### src/fur_pkg.sv
// Purpose: shared constants of the serial receive block
// Assumes: 25 MHz clock, fixed 9600 bit/s line, 8N1 frames
// Notes:   register offsets are byte addresses on the AXI4-Lite slave
package fur_pkg;
	// ----------------------------------------------------------------
	// timing
	// ----------------------------------------------------------------
	localparam int unsigned CLK_HZ      = 25000000;
	localparam int unsigned BAUD_BPS    = 9600;
	localparam int unsigned BIT_CYC     = CLK_HZ / BAUD_BPS;  // clock cycles per bit, rounded down
	localparam int unsigned HALF_CYC    = BIT_CYC / 2;
	localparam int unsigned FRAME_BITS  = 10;
	localparam int unsigned IDLE_FRAMES = 2;
	localparam int unsigned IDLE_CYC    = IDLE_FRAMES * FRAME_BITS * BIT_CYC;
	localparam int unsigned CNT_W       = 12;
	localparam int unsigned DATA_W      = 8;
	localparam int unsigned FIFO_DEPTH  = 16;
	localparam int unsigned LVL_W       = 5;

	// ----------------------------------------------------------------
	// register map
	// ----------------------------------------------------------------
	localparam logic [7:0] OFS_CTL    = 8'h00;
	localparam logic [7:0] OFS_FCTL   = 8'h04;
	localparam logic [7:0] OFS_STATUS = 8'h08;
	localparam logic [7:0] OFS_DATA   = 8'h0c;
	localparam logic [7:0] OFS_COUNT  = 8'h10;

	// control word fields
	localparam int unsigned BIT_RX_IRQ_EN = 6;
	localparam int unsigned BIT_RX_ON     = 4;
	// fifo control fields
	localparam int unsigned POS_TRIG      = 6;
	localparam int unsigned BIT_FIFO_RST  = 1;
	// status word fields
	localparam int unsigned BIT_ERR       = 7;
	localparam int unsigned BIT_BRK       = 4;
	localparam int unsigned BIT_FULL      = 1;
	localparam int unsigned BIT_READY     = 0;

	localparam logic [1:0] RST_TRIG = 2'h2;
	localparam logic [1:0] RESP_OK  = 2'h0;
	localparam logic [1:0] RESP_ERR = 2'h2;

	// trigger field to byte count
	localparam logic [LVL_W-1:0] TRIG_CNT_0 = 5'h01;
	localparam logic [LVL_W-1:0] TRIG_CNT_1 = 5'h04;
	localparam logic [LVL_W-1:0] TRIG_CNT_2 = 5'h08;
	localparam logic [LVL_W-1:0] TRIG_CNT_3 = 5'h0e;

	typedef enum logic [1:0] {
		RX_IDLE  = 2'b00,
		RX_START = 2'b01,
		RX_DATA  = 2'b10,
		RX_STOP  = 2'b11
	} fur_rx_e;
endpackage

### src/fur_rx_top.sv
// Purpose: serial receive path with fifo, status flags and requests
// Assumes: AXI4-Lite master, one write and one read under way at most
// Notes:   status flags clear by read-as-1 then write-0
`timescale 1ns/1ps
module fur_rx_top
	import fur_pkg::*;
#(
	parameter int unsigned IDLE_LIMIT = IDLE_CYC
) (
	input  wire logic        clock,
	input  wire logic        resetn,
	input  wire logic        serial_in_pin,
	input  wire logic [7:0]  s_axi_awaddr,
	input  wire logic        s_axi_awvalid,
	output logic             s_axi_awready,
	input  wire logic [31:0] s_axi_wdata,
	input  wire logic [3:0]  s_axi_wstrb,
	input  wire logic        s_axi_wvalid,
	output logic             s_axi_wready,
	output logic [1:0]       s_axi_bresp,
	output logic             s_axi_bvalid,
	input  wire logic        s_axi_bready,
	input  wire logic [7:0]  s_axi_araddr,
	input  wire logic        s_axi_arvalid,
	output logic             s_axi_arready,
	output logic [31:0]      s_axi_rdata,
	output logic [1:0]       s_axi_rresp,
	output logic             s_axi_rvalid,
	input  wire logic        s_axi_rready,
	output logic             irq_rx_full,
	output logic             irq_rx_err,
	output logic             irq_rx_brk
);
	// ----------------------------------------------------------------
	// line synchroniser and frame receiver
	// ----------------------------------------------------------------
	logic              sync1_q, sync2_q;
	logic              rx_busy, rx_done, rx_ferr, rx_brk;
	logic [DATA_W-1:0] rx_shift;

	// two flops before any logic reads the pin
	always_ff @(posedge clock or negedge resetn) begin
		if (!resetn) begin
			sync1_q <= 1'b1;
			sync2_q <= 1'b1;
		end else begin
			sync1_q <= serial_in_pin;
			sync2_q <= sync1_q;
		end
	end

	logic rx_on_q, rx_irq_en_q;

	fur_rx_frame u_frame (
		.clock     (clock),
		.resetn    (resetn),
		.enable    (rx_on_q),
		.line      (sync2_q),
		.busy      (rx_busy),
		.done      (rx_done),
		.data      (rx_shift),
		.frame_err (rx_ferr),
		.brk       (rx_brk)
	);

	// ----------------------------------------------------------------
	// receive fifo
	// ----------------------------------------------------------------
	logic              push_valid, push_ready, pop, head_valid, flush;
	logic [DATA_W-1:0] head;
	logic [LVL_W-1:0]  level;

	// a break frame carries no data; full fifo drops the frame
	assign push_valid = rx_done && !rx_brk;

	fur_fifo #(
		.W     (DATA_W),
		.DEPTH (FIFO_DEPTH)
	) u_fifo (
		.clock     (clock),
		.resetn    (resetn),
		.flush     (flush),
		.in_valid  (push_valid),
		.in_ready  (push_ready),
		.in_data   (rx_shift),
		.out_valid (head_valid),
		.out_ready (pop),
		.out_data  (head),
		.level     (level)
	);

	// ----------------------------------------------------------------
	// registers and flags
	// ----------------------------------------------------------------
	logic [1:0]       trig_q, trig_d;
	logic             rx_on_d, rx_irq_en_d;
	logic             full_q, full_d, ready_q, ready_d, err_q, err_d, brk_q, brk_d;
	logic [3:0]       seen_q, seen_d;   // flags read as 1: err, brk, full, ready
	logic [LVL_W-1:0] trig_cnt;
	logic [31:0]      idle_q, idle_d;
	logic             wr_go, rd_go, wr_clr;
	logic [7:0]       wbyte;
	logic             bvalid_d, rvalid_d;
	logic [1:0]       bresp_d, rresp_d;
	logic [31:0]      rdata_d;

	// trigger field to byte count
	always_comb begin
		unique case (trig_q)
			2'h0: trig_cnt = TRIG_CNT_0;
			2'h1: trig_cnt = TRIG_CNT_1;
			2'h2: trig_cnt = TRIG_CNT_2;
			2'h3: trig_cnt = TRIG_CNT_3;
		endcase
	end

	// bus handshakes: write takes address and data together
	assign wr_go         = s_axi_awvalid && s_axi_wvalid && !s_axi_bvalid;
	assign s_axi_awready = wr_go;
	assign s_axi_wready  = wr_go;
	assign rd_go         = s_axi_arvalid && !s_axi_rvalid;
	assign s_axi_arready = rd_go;
	assign wbyte         = s_axi_wstrb[0] ? s_axi_wdata[7:0] : 8'hff;
	assign wr_clr        = wr_go && s_axi_awaddr == OFS_STATUS;
	assign pop           = rd_go && s_axi_araddr == OFS_DATA && head_valid;
	assign flush         = wr_go && s_axi_awaddr == OFS_FCTL && s_axi_wstrb[0]
	                       && s_axi_wdata[BIT_FIFO_RST];

	// separate requests, each gated by the receive interrupt enable; ready shares the full request
	assign irq_rx_full = rx_irq_en_q && (full_q || ready_q);
	assign irq_rx_err  = rx_irq_en_q && err_q;
	assign irq_rx_brk  = rx_irq_en_q && brk_q;

	// register file, flags and bus answers
	always_comb begin
		rx_on_d     = rx_on_q;
		rx_irq_en_d = rx_irq_en_q;
		trig_d      = trig_q;
		seen_d      = seen_q;
		bvalid_d    = s_axi_bvalid && !s_axi_bready;
		bresp_d     = s_axi_bresp;
		rvalid_d    = s_axi_rvalid && !s_axi_rready;
		rresp_d     = s_axi_rresp;
		rdata_d     = s_axi_rdata;
		// idle line counter, held at zero while a frame is received or the fifo is empty
		idle_d      = (rx_busy || rx_done || level == '0) ? '0 :
		              (idle_q == IDLE_LIMIT) ? idle_q : idle_q + 1;
		// write 0 to a flag seen as 1 clears it
		full_d  = full_q  && !(wr_clr && s_axi_wstrb[0] && seen_q[1] && !wbyte[BIT_FULL]);
		ready_d = ready_q && !(wr_clr && s_axi_wstrb[0] && seen_q[0] && !wbyte[BIT_READY]);
		err_d   = err_q   && !(wr_clr && s_axi_wstrb[0] && seen_q[3] && !wbyte[BIT_ERR]);
		brk_d   = brk_q   && !(wr_clr && s_axi_wstrb[0] && seen_q[2] && !wbyte[BIT_BRK]);
		if (wr_clr) begin
			seen_d = '0;
		end
		// hardware sets win over a clear in the same cycle
		if (level >= trig_cnt) begin
			full_d = 1'b1;
		end
		if (idle_q == IDLE_LIMIT && level != '0 && level < trig_cnt) begin
			ready_d = 1'b1;
		end
		if (rx_done && rx_ferr && !rx_brk) begin
			err_d = 1'b1;
		end
		if (rx_done && rx_brk) begin
			brk_d = 1'b1;
		end
		if (wr_go) begin
			bvalid_d = 1'b1;
			bresp_d  = RESP_OK;
			unique case (s_axi_awaddr)
				OFS_CTL: begin
					if (s_axi_wstrb[0]) begin
						rx_irq_en_d = s_axi_wdata[BIT_RX_IRQ_EN];
						rx_on_d     = s_axi_wdata[BIT_RX_ON];
					end
				end
				OFS_FCTL: begin
					if (s_axi_wstrb[0]) begin
						trig_d = s_axi_wdata[POS_TRIG +: 2];
					end
				end
				OFS_STATUS: ;
				default: bresp_d = RESP_ERR;
			endcase
		end
		if (rd_go) begin
			rvalid_d = 1'b1;
			rresp_d  = RESP_OK;
			rdata_d  = '0;
			unique case (s_axi_araddr)
				OFS_CTL: begin
					rdata_d[BIT_RX_IRQ_EN] = rx_irq_en_q;
					rdata_d[BIT_RX_ON]     = rx_on_q;
				end
				OFS_FCTL: rdata_d[POS_TRIG +: 2] = trig_q;
				OFS_STATUS: begin
					rdata_d[BIT_ERR]   = err_q;
					rdata_d[BIT_BRK]   = brk_q;
					rdata_d[BIT_FULL]  = full_q;
					rdata_d[BIT_READY] = ready_q;
					seen_d = seen_q | {err_q, brk_q, full_q, ready_q};
				end
				OFS_DATA:  rdata_d[DATA_W-1:0] = head_valid ? head : '0;
				OFS_COUNT: rdata_d[LVL_W-1:0]  = level;
				default:   rresp_d = RESP_ERR;
			endcase
		end
	end

	always_ff @(posedge clock or negedge resetn) begin
		if (!resetn) begin
			rx_on_q      <= 1'b0;
			rx_irq_en_q  <= 1'b0;
			trig_q       <= RST_TRIG;
			seen_q       <= '0;
			full_q       <= 1'b0;
			ready_q      <= 1'b0;
			err_q        <= 1'b0;
			brk_q        <= 1'b0;
			idle_q       <= '0;
			s_axi_bvalid <= 1'b0;
			s_axi_bresp  <= RESP_OK;
			s_axi_rvalid <= 1'b0;
			s_axi_rresp  <= RESP_OK;
			s_axi_rdata  <= '0;
		end else begin
			rx_on_q      <= rx_on_d;
			rx_irq_en_q  <= rx_irq_en_d;
			trig_q       <= trig_d;
			seen_q       <= seen_d;
			full_q       <= full_d;
			ready_q      <= ready_d;
			err_q        <= err_d;
			brk_q        <= brk_d;
			idle_q       <= idle_d;
			s_axi_bvalid <= bvalid_d;
			s_axi_bresp  <= bresp_d;
			s_axi_rvalid <= rvalid_d;
			s_axi_rresp  <= rresp_d;
			s_axi_rdata  <= rdata_d;
		end
	end

	// ----------------------------------------------------------------
	// checks
	// ----------------------------------------------------------------
	a_push_one: assert property (@(posedge clock) disable iff (!resetn)
		(push_valid && push_ready && !pop && !flush) |=> (level == $past(level) + 5'h01))
		else $error("frame not moved into fifo");
	a_full_drop: assert property (@(posedge clock) disable iff (!resetn)
		(level == 5'h10 && !pop && !flush) |=> (level == 5'h10))
		else $error("fifo level changed while full");
	a_trig_eight: assert property (@(posedge clock) disable iff (!resetn)
		(trig_q == 2'h2) |-> (trig_cnt == 5'h08))
		else $error("trigger 10 not eight bytes");
	a_full_flag: assert property (@(posedge clock) disable iff (!resetn)
		(level >= trig_cnt) |=> full_q ##0 (irq_rx_full || !rx_irq_en_q))
		else $error("full flag or request missing");
	a_irq_gate: assert property (@(posedge clock) disable iff (!resetn)
		!rx_irq_en_q |-> !(irq_rx_full || irq_rx_err || irq_rx_brk))
		else $error("request while disabled");
	a_ready_set: assert property (@(posedge clock) disable iff (!resetn)
		(idle_q == IDLE_LIMIT && level != '0 && level < trig_cnt)
		|=> ready_q && (irq_rx_full || !rx_irq_en_q))
		else $error("ready flag not set on idle leftovers");
	a_clear_seen: assert property (@(posedge clock) disable iff (!resetn)
		$fell(full_q) |-> $past(seen_q[1]) && $past(wr_clr))
		else $error("full flag cleared without read of 1");
	a_ready_wait: assert property (@(posedge clock) disable iff (!resetn)
		$rose(ready_q) |-> $past(idle_q) == IDLE_LIMIT)
		else $error("ready flag before idle time");
	a_brk_src: assert property (@(posedge clock) disable iff (!resetn)
		(rx_done && rx_brk) |=> brk_q && !push_valid)
		else $error("break not flagged separately");
	a_err_src: assert property (@(posedge clock) disable iff (!resetn)
		(rx_done && rx_ferr && !rx_brk) |=> err_q)
		else $error("framing error not flagged");
	a_ready_clear: assert property (@(posedge clock) disable iff (!resetn)
		$fell(ready_q) |-> $past(seen_q[0]) && $past(wr_clr))
		else $error("ready flag cleared without read of 1");
	// a data read takes exactly one byte off the head
	a_data_pop: assert property (@(posedge clock) disable iff (!resetn)
		(pop && !push_valid && !flush) |=> (level == $past(level) - 5'h01))
		else $error("data read did not pop one byte");
endmodule

### src/fur_fifo.sv
// Purpose: first-in first-out buffer with valid/ready on both sides
// Assumes: flush has priority over push and pop
// Notes:   out_data is the head entry held in storage flops
`timescale 1ns/1ps
module fur_fifo #(
	parameter int unsigned W     = 8,
	parameter int unsigned DEPTH = 16
) (
	input  wire logic                       clock,
	input  wire logic                       resetn,
	input  wire logic                       flush,
	input  wire logic                       in_valid,
	output logic                            in_ready,
	input  wire logic [W-1:0]               in_data,
	output logic                            out_valid,
	input  wire logic                       out_ready,
	output logic [W-1:0]                    out_data,
	output logic [$clog2(DEPTH+1)-1:0]      level
);
	localparam int unsigned AW = $clog2(DEPTH);
	localparam int unsigned LW = $clog2(DEPTH+1);

	logic [W-1:0]  mem_q [DEPTH];
	logic [W-1:0]  mem_d [DEPTH];
	logic [AW-1:0] wr_q, wr_d, rd_q, rd_d;
	logic [LW-1:0] lvl_q, lvl_d;
	logic          push, pop;

	// honest full and empty flags
	assign in_ready  = (lvl_q != LW'(DEPTH));
	assign out_valid = (lvl_q != '0);
	assign out_data  = mem_q[rd_q];
	assign level     = lvl_q;
	assign push      = in_valid && in_ready;
	assign pop       = out_valid && out_ready;

	// pointer and storage next state
	always_comb begin
		mem_d = mem_q;
		wr_d  = wr_q;
		rd_d  = rd_q;
		lvl_d = lvl_q;
		if (flush) begin
			wr_d  = '0;
			rd_d  = '0;
			lvl_d = '0;
		end else begin
			if (push) begin
				mem_d[wr_q] = in_data;
				wr_d        = (wr_q == AW'(DEPTH-1)) ? '0 : wr_q + 1'b1;
			end
			if (pop) begin
				rd_d = (rd_q == AW'(DEPTH-1)) ? '0 : rd_q + 1'b1;
			end
			lvl_d = lvl_q + LW'(push) - LW'(pop);
		end
	end

	always_ff @(posedge clock or negedge resetn) begin
		if (!resetn) begin
			for (int i = 0; i < DEPTH; i++) begin
				mem_q[i] <= '0;
			end
			wr_q  <= '0;
			rd_q  <= '0;
			lvl_q <= '0;
		end else begin
			mem_q <= mem_d;
			wr_q  <= wr_d;
			rd_q  <= rd_d;
			lvl_q <= lvl_d;
		end
	end
endmodule

### src/fur_rx_frame.sv
// Purpose: start-bit detection and 8N1 frame assembly
// Assumes: line input already synchronised to clock
// Notes:   done pulses once per frame with data, error and break
`timescale 1ns/1ps
module fur_rx_frame
	import fur_pkg::*;
(
	input  wire logic              clock,
	input  wire logic              resetn,
	input  wire logic              enable,
	input  wire logic              line,
	output logic                   busy,
	output logic                   done,
	output logic [DATA_W-1:0]      data,
	output logic                   frame_err,
	output logic                   brk
);
	fur_rx_e           st_q, st_d;
	logic [CNT_W-1:0]  cnt_q, cnt_d;
	logic [2:0]        idx_q, idx_d;
	logic [DATA_W-1:0] shift_q, shift_d;
	logic              done_q, done_d, err_q, err_d, brk_q, brk_d;

	assign busy      = (st_q != RX_IDLE);
	assign done      = done_q;
	assign data      = shift_q;
	assign frame_err = err_q;
	assign brk       = brk_q;

	// frame sequencer
	always_comb begin
		st_d    = st_q;
		cnt_d   = cnt_q + 1'b1;
		idx_d   = idx_q;
		shift_d = shift_q;
		done_d  = 1'b0;
		err_d   = err_q;
		brk_d   = brk_q;
		unique case (st_q)
			RX_IDLE: begin
				cnt_d = '0;
				if (enable && !line) begin
					st_d = RX_START;
				end
			end
			RX_START: begin
				if (cnt_q == CNT_W'(HALF_CYC)) begin
					cnt_d = '0;
					idx_d = '0;
					st_d  = line ? RX_IDLE : RX_DATA;
				end
			end
			RX_DATA: begin
				if (cnt_q == CNT_W'(BIT_CYC - 1)) begin
					cnt_d   = '0;
					shift_d = {line, shift_q[DATA_W-1:1]};
					idx_d   = idx_q + 1'b1;
					if (idx_q == 3'h7) begin
						st_d = RX_STOP;
					end
				end
			end
			RX_STOP: begin
				if (cnt_q == CNT_W'(BIT_CYC - 1)) begin
					st_d   = RX_IDLE;
					done_d = 1'b1;
					err_d  = !line;
					brk_d  = !line && (shift_q == '0);
				end
			end
		endcase
	end

	always_ff @(posedge clock or negedge resetn) begin
		if (!resetn) begin
			st_q    <= RX_IDLE;
			cnt_q   <= '0;
			idx_q   <= '0;
			shift_q <= '0;
			done_q  <= 1'b0;
			err_q   <= 1'b0;
			brk_q   <= 1'b0;
		end else begin
			st_q    <= st_d;
			cnt_q   <= cnt_d;
			idx_q   <= idx_d;
			shift_q <= shift_d;
			done_q  <= done_d;
			err_q   <= err_d;
			brk_q   <= brk_d;
		end
	end

	// ----------------------------------------------------------------
	// checks
	// ----------------------------------------------------------------
	a_start_detect: assert property (@(posedge clock) disable iff (!resetn)
		(st_q == RX_IDLE && enable && !line) |=> (st_q == RX_START))
		else $error("start bit not taken");
	a_lsb_first: assert property (@(posedge clock) disable iff (!resetn)
		(st_q == RX_DATA && cnt_q == CNT_W'(BIT_CYC - 1))
		|=> (shift_q[DATA_W-1] == $past(line)))
		else $error("data bit not shifted in at top");
endmodule

### config.mk
export PLATFORM = sky130hd
export DESIGN_NAME = fur_rx_top
export DESIGN_NICKNAME = d
export VERILOG_FILES = /design/src/fur_pkg.sv /design/src/fur_rx_top.sv /design/src/fur_fifo.sv /design/src/fur_rx_frame.sv
export SDC_FILE = /design/constraint.sdc
export NUM_CORES = 1
export LEC_CHECK = 0
export BUFFER_PORTS_ARGS = -buffer_cell sky130_fd_sc_hd__buf_2
export CORE_AREA = 2 2 210 171
export DETAILED_ROUTE_END_ITERATION = 8
export DIE_AREA = 0 0 212 173
export SYNTH_ARGS = -nofsm -noshare
export SYNTH_HDL_FRONTEND = slang
export SYNTH_SLANG_ARGS = --single-unit
### constraint.sdc
create_clock -name clock -period 2.9 [get_ports clock]
set_clock_uncertainty 0.2 [all_clocks]
set_input_delay 0 -clock clock [delete_from_list [all_inputs] [get_ports clock]]
set_output_delay 0 -clock clock [all_outputs]
set_load 0.005 [all_outputs]
==> run_results.csv <==
group,metric,value,unit
critical_path,timing.critical_path.slowest_cell_delay,0.46,ns
floorplan,start_util,32.8,%
placement,dp.cells,1422,
sta,rsz0062_at_grt,"true",
floorplan,ios,104,
placement,postPlaceCellArea,12100,um^2
sta,period_minus_slack,2.93,ns
outcome,status,"finished with violations",
clock_network,cts_sinks,227,
global_routing,antenna_found_initial,0,
sta,slew_worst_pin,0.714,ns
drt,drc_errors,0,
drt,detail_route.iter0.violations,520,
global_routing,grt.overflow.total,0,
global_routing,wire_length_of_the_first_global_routing_pass,40.9,mm
synthesis,ys_dominant_reg_cell,"dfrtp_1",
drt,route.antenna.remaining_nets,0,
sta,fmax,0.342,GHz
synthesis,yosys.area_share.xor_xnor,3.02,%
synthesis,muxShareOfSynthArea,22.4,%
drt,vias_per_cell,4.92,
synthesis,ys_ff_latch,227,
critical_path,cpLargestDelayFamily,"simple AND/OR/NAND/NOR gates",
critical_path,cp-end-kind,"flip-flop",
drt,vias,7509,
critical_path,critical_path_buf_inv_count,5,
critical_path,cp_data_arrival_time,3.18,ns
drt,drt-total-wl,25.2,mm
worst_hold_path,hold_path.class,"in2reg",
job,max-cap-violations,0,
outcome,failed_checks,"setup timing",
drt,detailedRoute.firstPassIterationCount,5,
sta,min_period_over_period,101,%
sta,drv_slew,0,
placement,gp_routability_congestion,0.834,
clock_network,worst_skew_pair.late_latency,0.52,ns
sta,layout_setup_ws,-0.0264,ns
synthesis,post_synth_instance_area,11300,um^2
placement,port-buffer-count,47,
final_layout,post-route-cell-area,13600,um^2
synthesis,synth.area.top_cells,"dfrtp_1, mux2_2, mux4_2, ha_1, nor2_1",
synthesis,synth-seq-area-share,50.3,%
synthesis,yosysMostFrequentCell,"dfrtp_1",
global_routing,groute.usage.overall,13.8,%
synthesis,most_used_standard_cells_in_the_synthesized_netlist,"dfrtp_1, mux2_2, nor2_1, nand2_1, mux4_2",
final_layout,antenna-diode-count,0,
synthesis,compound_cell_area_share_of_the_yosys_netlist,4.59,%
final_layout,postLayoutCoreUtil,39.6,%
global_routing,largest_net_degree_at_the_start_of_global_routing,66,
pwr,fin_total_pwr,7.63,mW
critical_path,required_time_of_the_critical_path,3.15,ns
final_layout,final-instance-count-excl-fill,1527,
floorplan,die_area,36700,um^2
final_layout,n_fill_cell,3185,
floorplan,num_rows,61,
synthesis,syn_area_per_cell,12.3,um^2
clock_network,tritoncts.num_buffers,26,
final_layout,final_layout_size_suffix_gt1_share,31.8,%
critical_path,worst-path-max-fanout,2,
drt,post_drt_wl_per_cell,16.5,um
global_routing,first_global_vias,7466,
synthesis,fraction_of_registers_with_async_set_reset,100,%
sta,timing_hold_violations_final,0,
synthesis,synth_cell_types,69,
pwr,p_per_area,561,nW/um^2
final_layout,layout_overhead_on_the_synthesized_area,20.6,%
floorplan,chip_height,173,um
critical_path,start_kind,"flip-flop",
synthesis,dominant_combinational_cell_family_by_area_after_synthesis,"multiplexers",
critical_path,critical-path-slowest-cell,"or4b_4",
critical_path,crit_top_cell,"inv_2",
synthesis,synth-simple-area-share,12.2,%
synthesis,synth_largest_type_area_fraction,49.6,%
clock_network,clk_transition_reported_paths,0.06,ns
synthesis,synthAdderAreaFrac,3.06,%
pwr,ir_worst_vdd,0.359,mV
clock_network,htree_levels,1,
synthesis,synthCells,919,
synthesis,number_of_enable_flip_flop_cells_after_synthesis,0,
floorplan,design.core.area,34400,um^2
floorplan,dieWidth,212,um
synthesis,synth-warning-count,0,
placement,detailed_place_hpwl,16.7,mm
placement,detailedPlace.worstSlack,-0.0253,ns
pwr,leakage,6.35,nW
clock_network,cts_root_buffer,"clkbuf_16",
critical_path,worstPathCellList,"inv_2 > ha_4 > or4b_4 > nand4_1 > inv_2 > ha_1 > inv_1 > ha_2 > inv_2 > fa_2 > inv_2 > a21oi_2 > nor2_1 > or3_1 > a21oi_2",
clock_network,ctsLongestPathBuffers,3,
critical_path,crit_type,"reg2reg",
clock_network,cts_tree,"yes",
sta,setup_viol,2,
synthesis,netlist.top_cell.by_area,"dfrtp_1",
sta,slew-limit-headroom,52.4,%
final_layout,num-nets-final,1125,
-- stage by stage --
step	setup TNS [ns]	hold WS, ns
floorplan	-0.0340	-0.496
global placement	-0.0112	-0.206
detailed placement	-0.0253	-0.202
CTS	-0.0104	0.0346
global route	-0.321	0.0627
finish	-0.0447	0.0280
-- metal layers --
layer	up-vias	part of all wire, %	track usage (%)
met5	-	0	0
met4	0	1.7	2.49
met3	39	4.9	2.52
met2	148	44	20.8
met1	3823	50	20.7
li1	3499	-	-
-- worst reg2reg max path, cell delays in order, from the launching register on --
cell     delay [ns]
dfrtp_1        0.39
inv_2          0.09
ha_4           0.13
or4b_4         0.46
nand4_1        0.14
inv_2          0.06
ha_1           0.26
inv_1          0.04
ha_2           0.17
inv_2          0.05
fa_2           0.20
inv_2          0.04
a21oi_2        0.11
nor2_1         0.05
or3_1          0.35
a21oi_2        0.12
-- sequential cells by signal (all words and copies together), names as in the netlist, 2 cells and up, named ones only --
| register | cells |
|---|---|
| u_fifo.mem_q | 128 |
| idle_q | 32 |
| u_frame.cnt_q | 12 |
| s_axi_rdata | 8 |
| u_frame.data | 8 |
| u_fifo.level | 5 |
| seen_q | 4 |
| u_fifo.rd_q | 4 |
| u_fifo.wr_q | 4 |
| u_frame.idx_q | 3 |
| trig_q | 2 |
-- cell usage in the layout, fill, tap and decap left out, drive strengths merged, types with 3 or more instances in the layout --
cell         instances
clkinv               3
clkbuf              40
buf                 85
bufinv               3
and3                13
xor2                28
a21oi               25
mux4                36
dfstp                3
nor2b                5
nor2                75
nor4                10
nand4               18
dlygate4sd3         48
nand2b               9
conb                26
inv                 31
or3                  9
and2                 7
and4                 5
nor3b                3
nor4b                5
dfrtp              224
nor3                 9
ha                  26
nand3               24
mux2               144
mux2i               10
xnor2               11
a21o                 5
nand2               50
o21ai               26
-- area by class of cell --
| type | instances | area, um^2 | area share [%] |
|---|---|---|---|
| Inverter | 32 | 120 | 0.882 |
| Tap cell | 472 | 591 | 4.34 |
| Clock inverter | 5 | 100 | 0.735 |
| Clock buffer | 40 | 795 | 5.84 |
| Timing Repair Buffer | 133 | 1080 | 7.97 |
| Multi-Input combinational cell | 618 | 5240 | 38.5 |
| Sequential cell | 227 | 5690 | 41.8 |
-- logic make-up after synthesis --
family	Yosys count
XOR/XNOR	39
AO/OA/AOI/OAI	83
flip-flops	227
adder cells (fa/ha/maj)	27
buffers and inverters	99
other	1
multiplexers	190
AND/OR/NAND/NOR	253
-- repair_timing --
| item | 4_1_cts | 5_1_grt |
|---|---|---|
| hold endpoints to repair | 262 | 0 |
| endpoints found under the setup margin | 1 | 7 |
| setup buffers | 9 | 3 |
| gates resized for setup | 2 | 4 |
| pin swaps | 3 | 2 |
| hold buffers | 49 | 0 |
-- path summary, 6_finish.rpt --
check | start | to | slack (ns) | depth (start not counted)
hold reg to reg | sync1_q$_DFF_PN1_ | sync2_q$_DFF_PN1_ | 0.16 | 0
setup reg to reg | u_fifo.level[2]$_DFF_PN0_ | u_fifo.level[4]$_DFF_PN0_ | -0.03 | 15
hold / removal | s_axi_awaddr[5] | u_fifo.wr_q[1]$_DFFE_PN0P_ | 0.03 | 4
setup / recovery | u_fifo.level[2]$_DFF_PN0_ | u_fifo.level[4]$_DFF_PN0_ | -0.03 | 15
min in group asynchronous | resetn | trig_q[1]$_DFFE_PN1P_ | 0.41 | 3
max in group asynchronous | resetn | sync1_q$_DFF_PN1_ | 1.66 | 4
-- power by group --
group          internal [mW]  leakage (nW)  switching, mW  total, mW
clock                   2.13         0.440           1.28       3.41
combinational          0.372          2.84          0.507      0.879
sequential              3.26          3.08         0.0863       3.34
(Power assumes the default switching activity.)
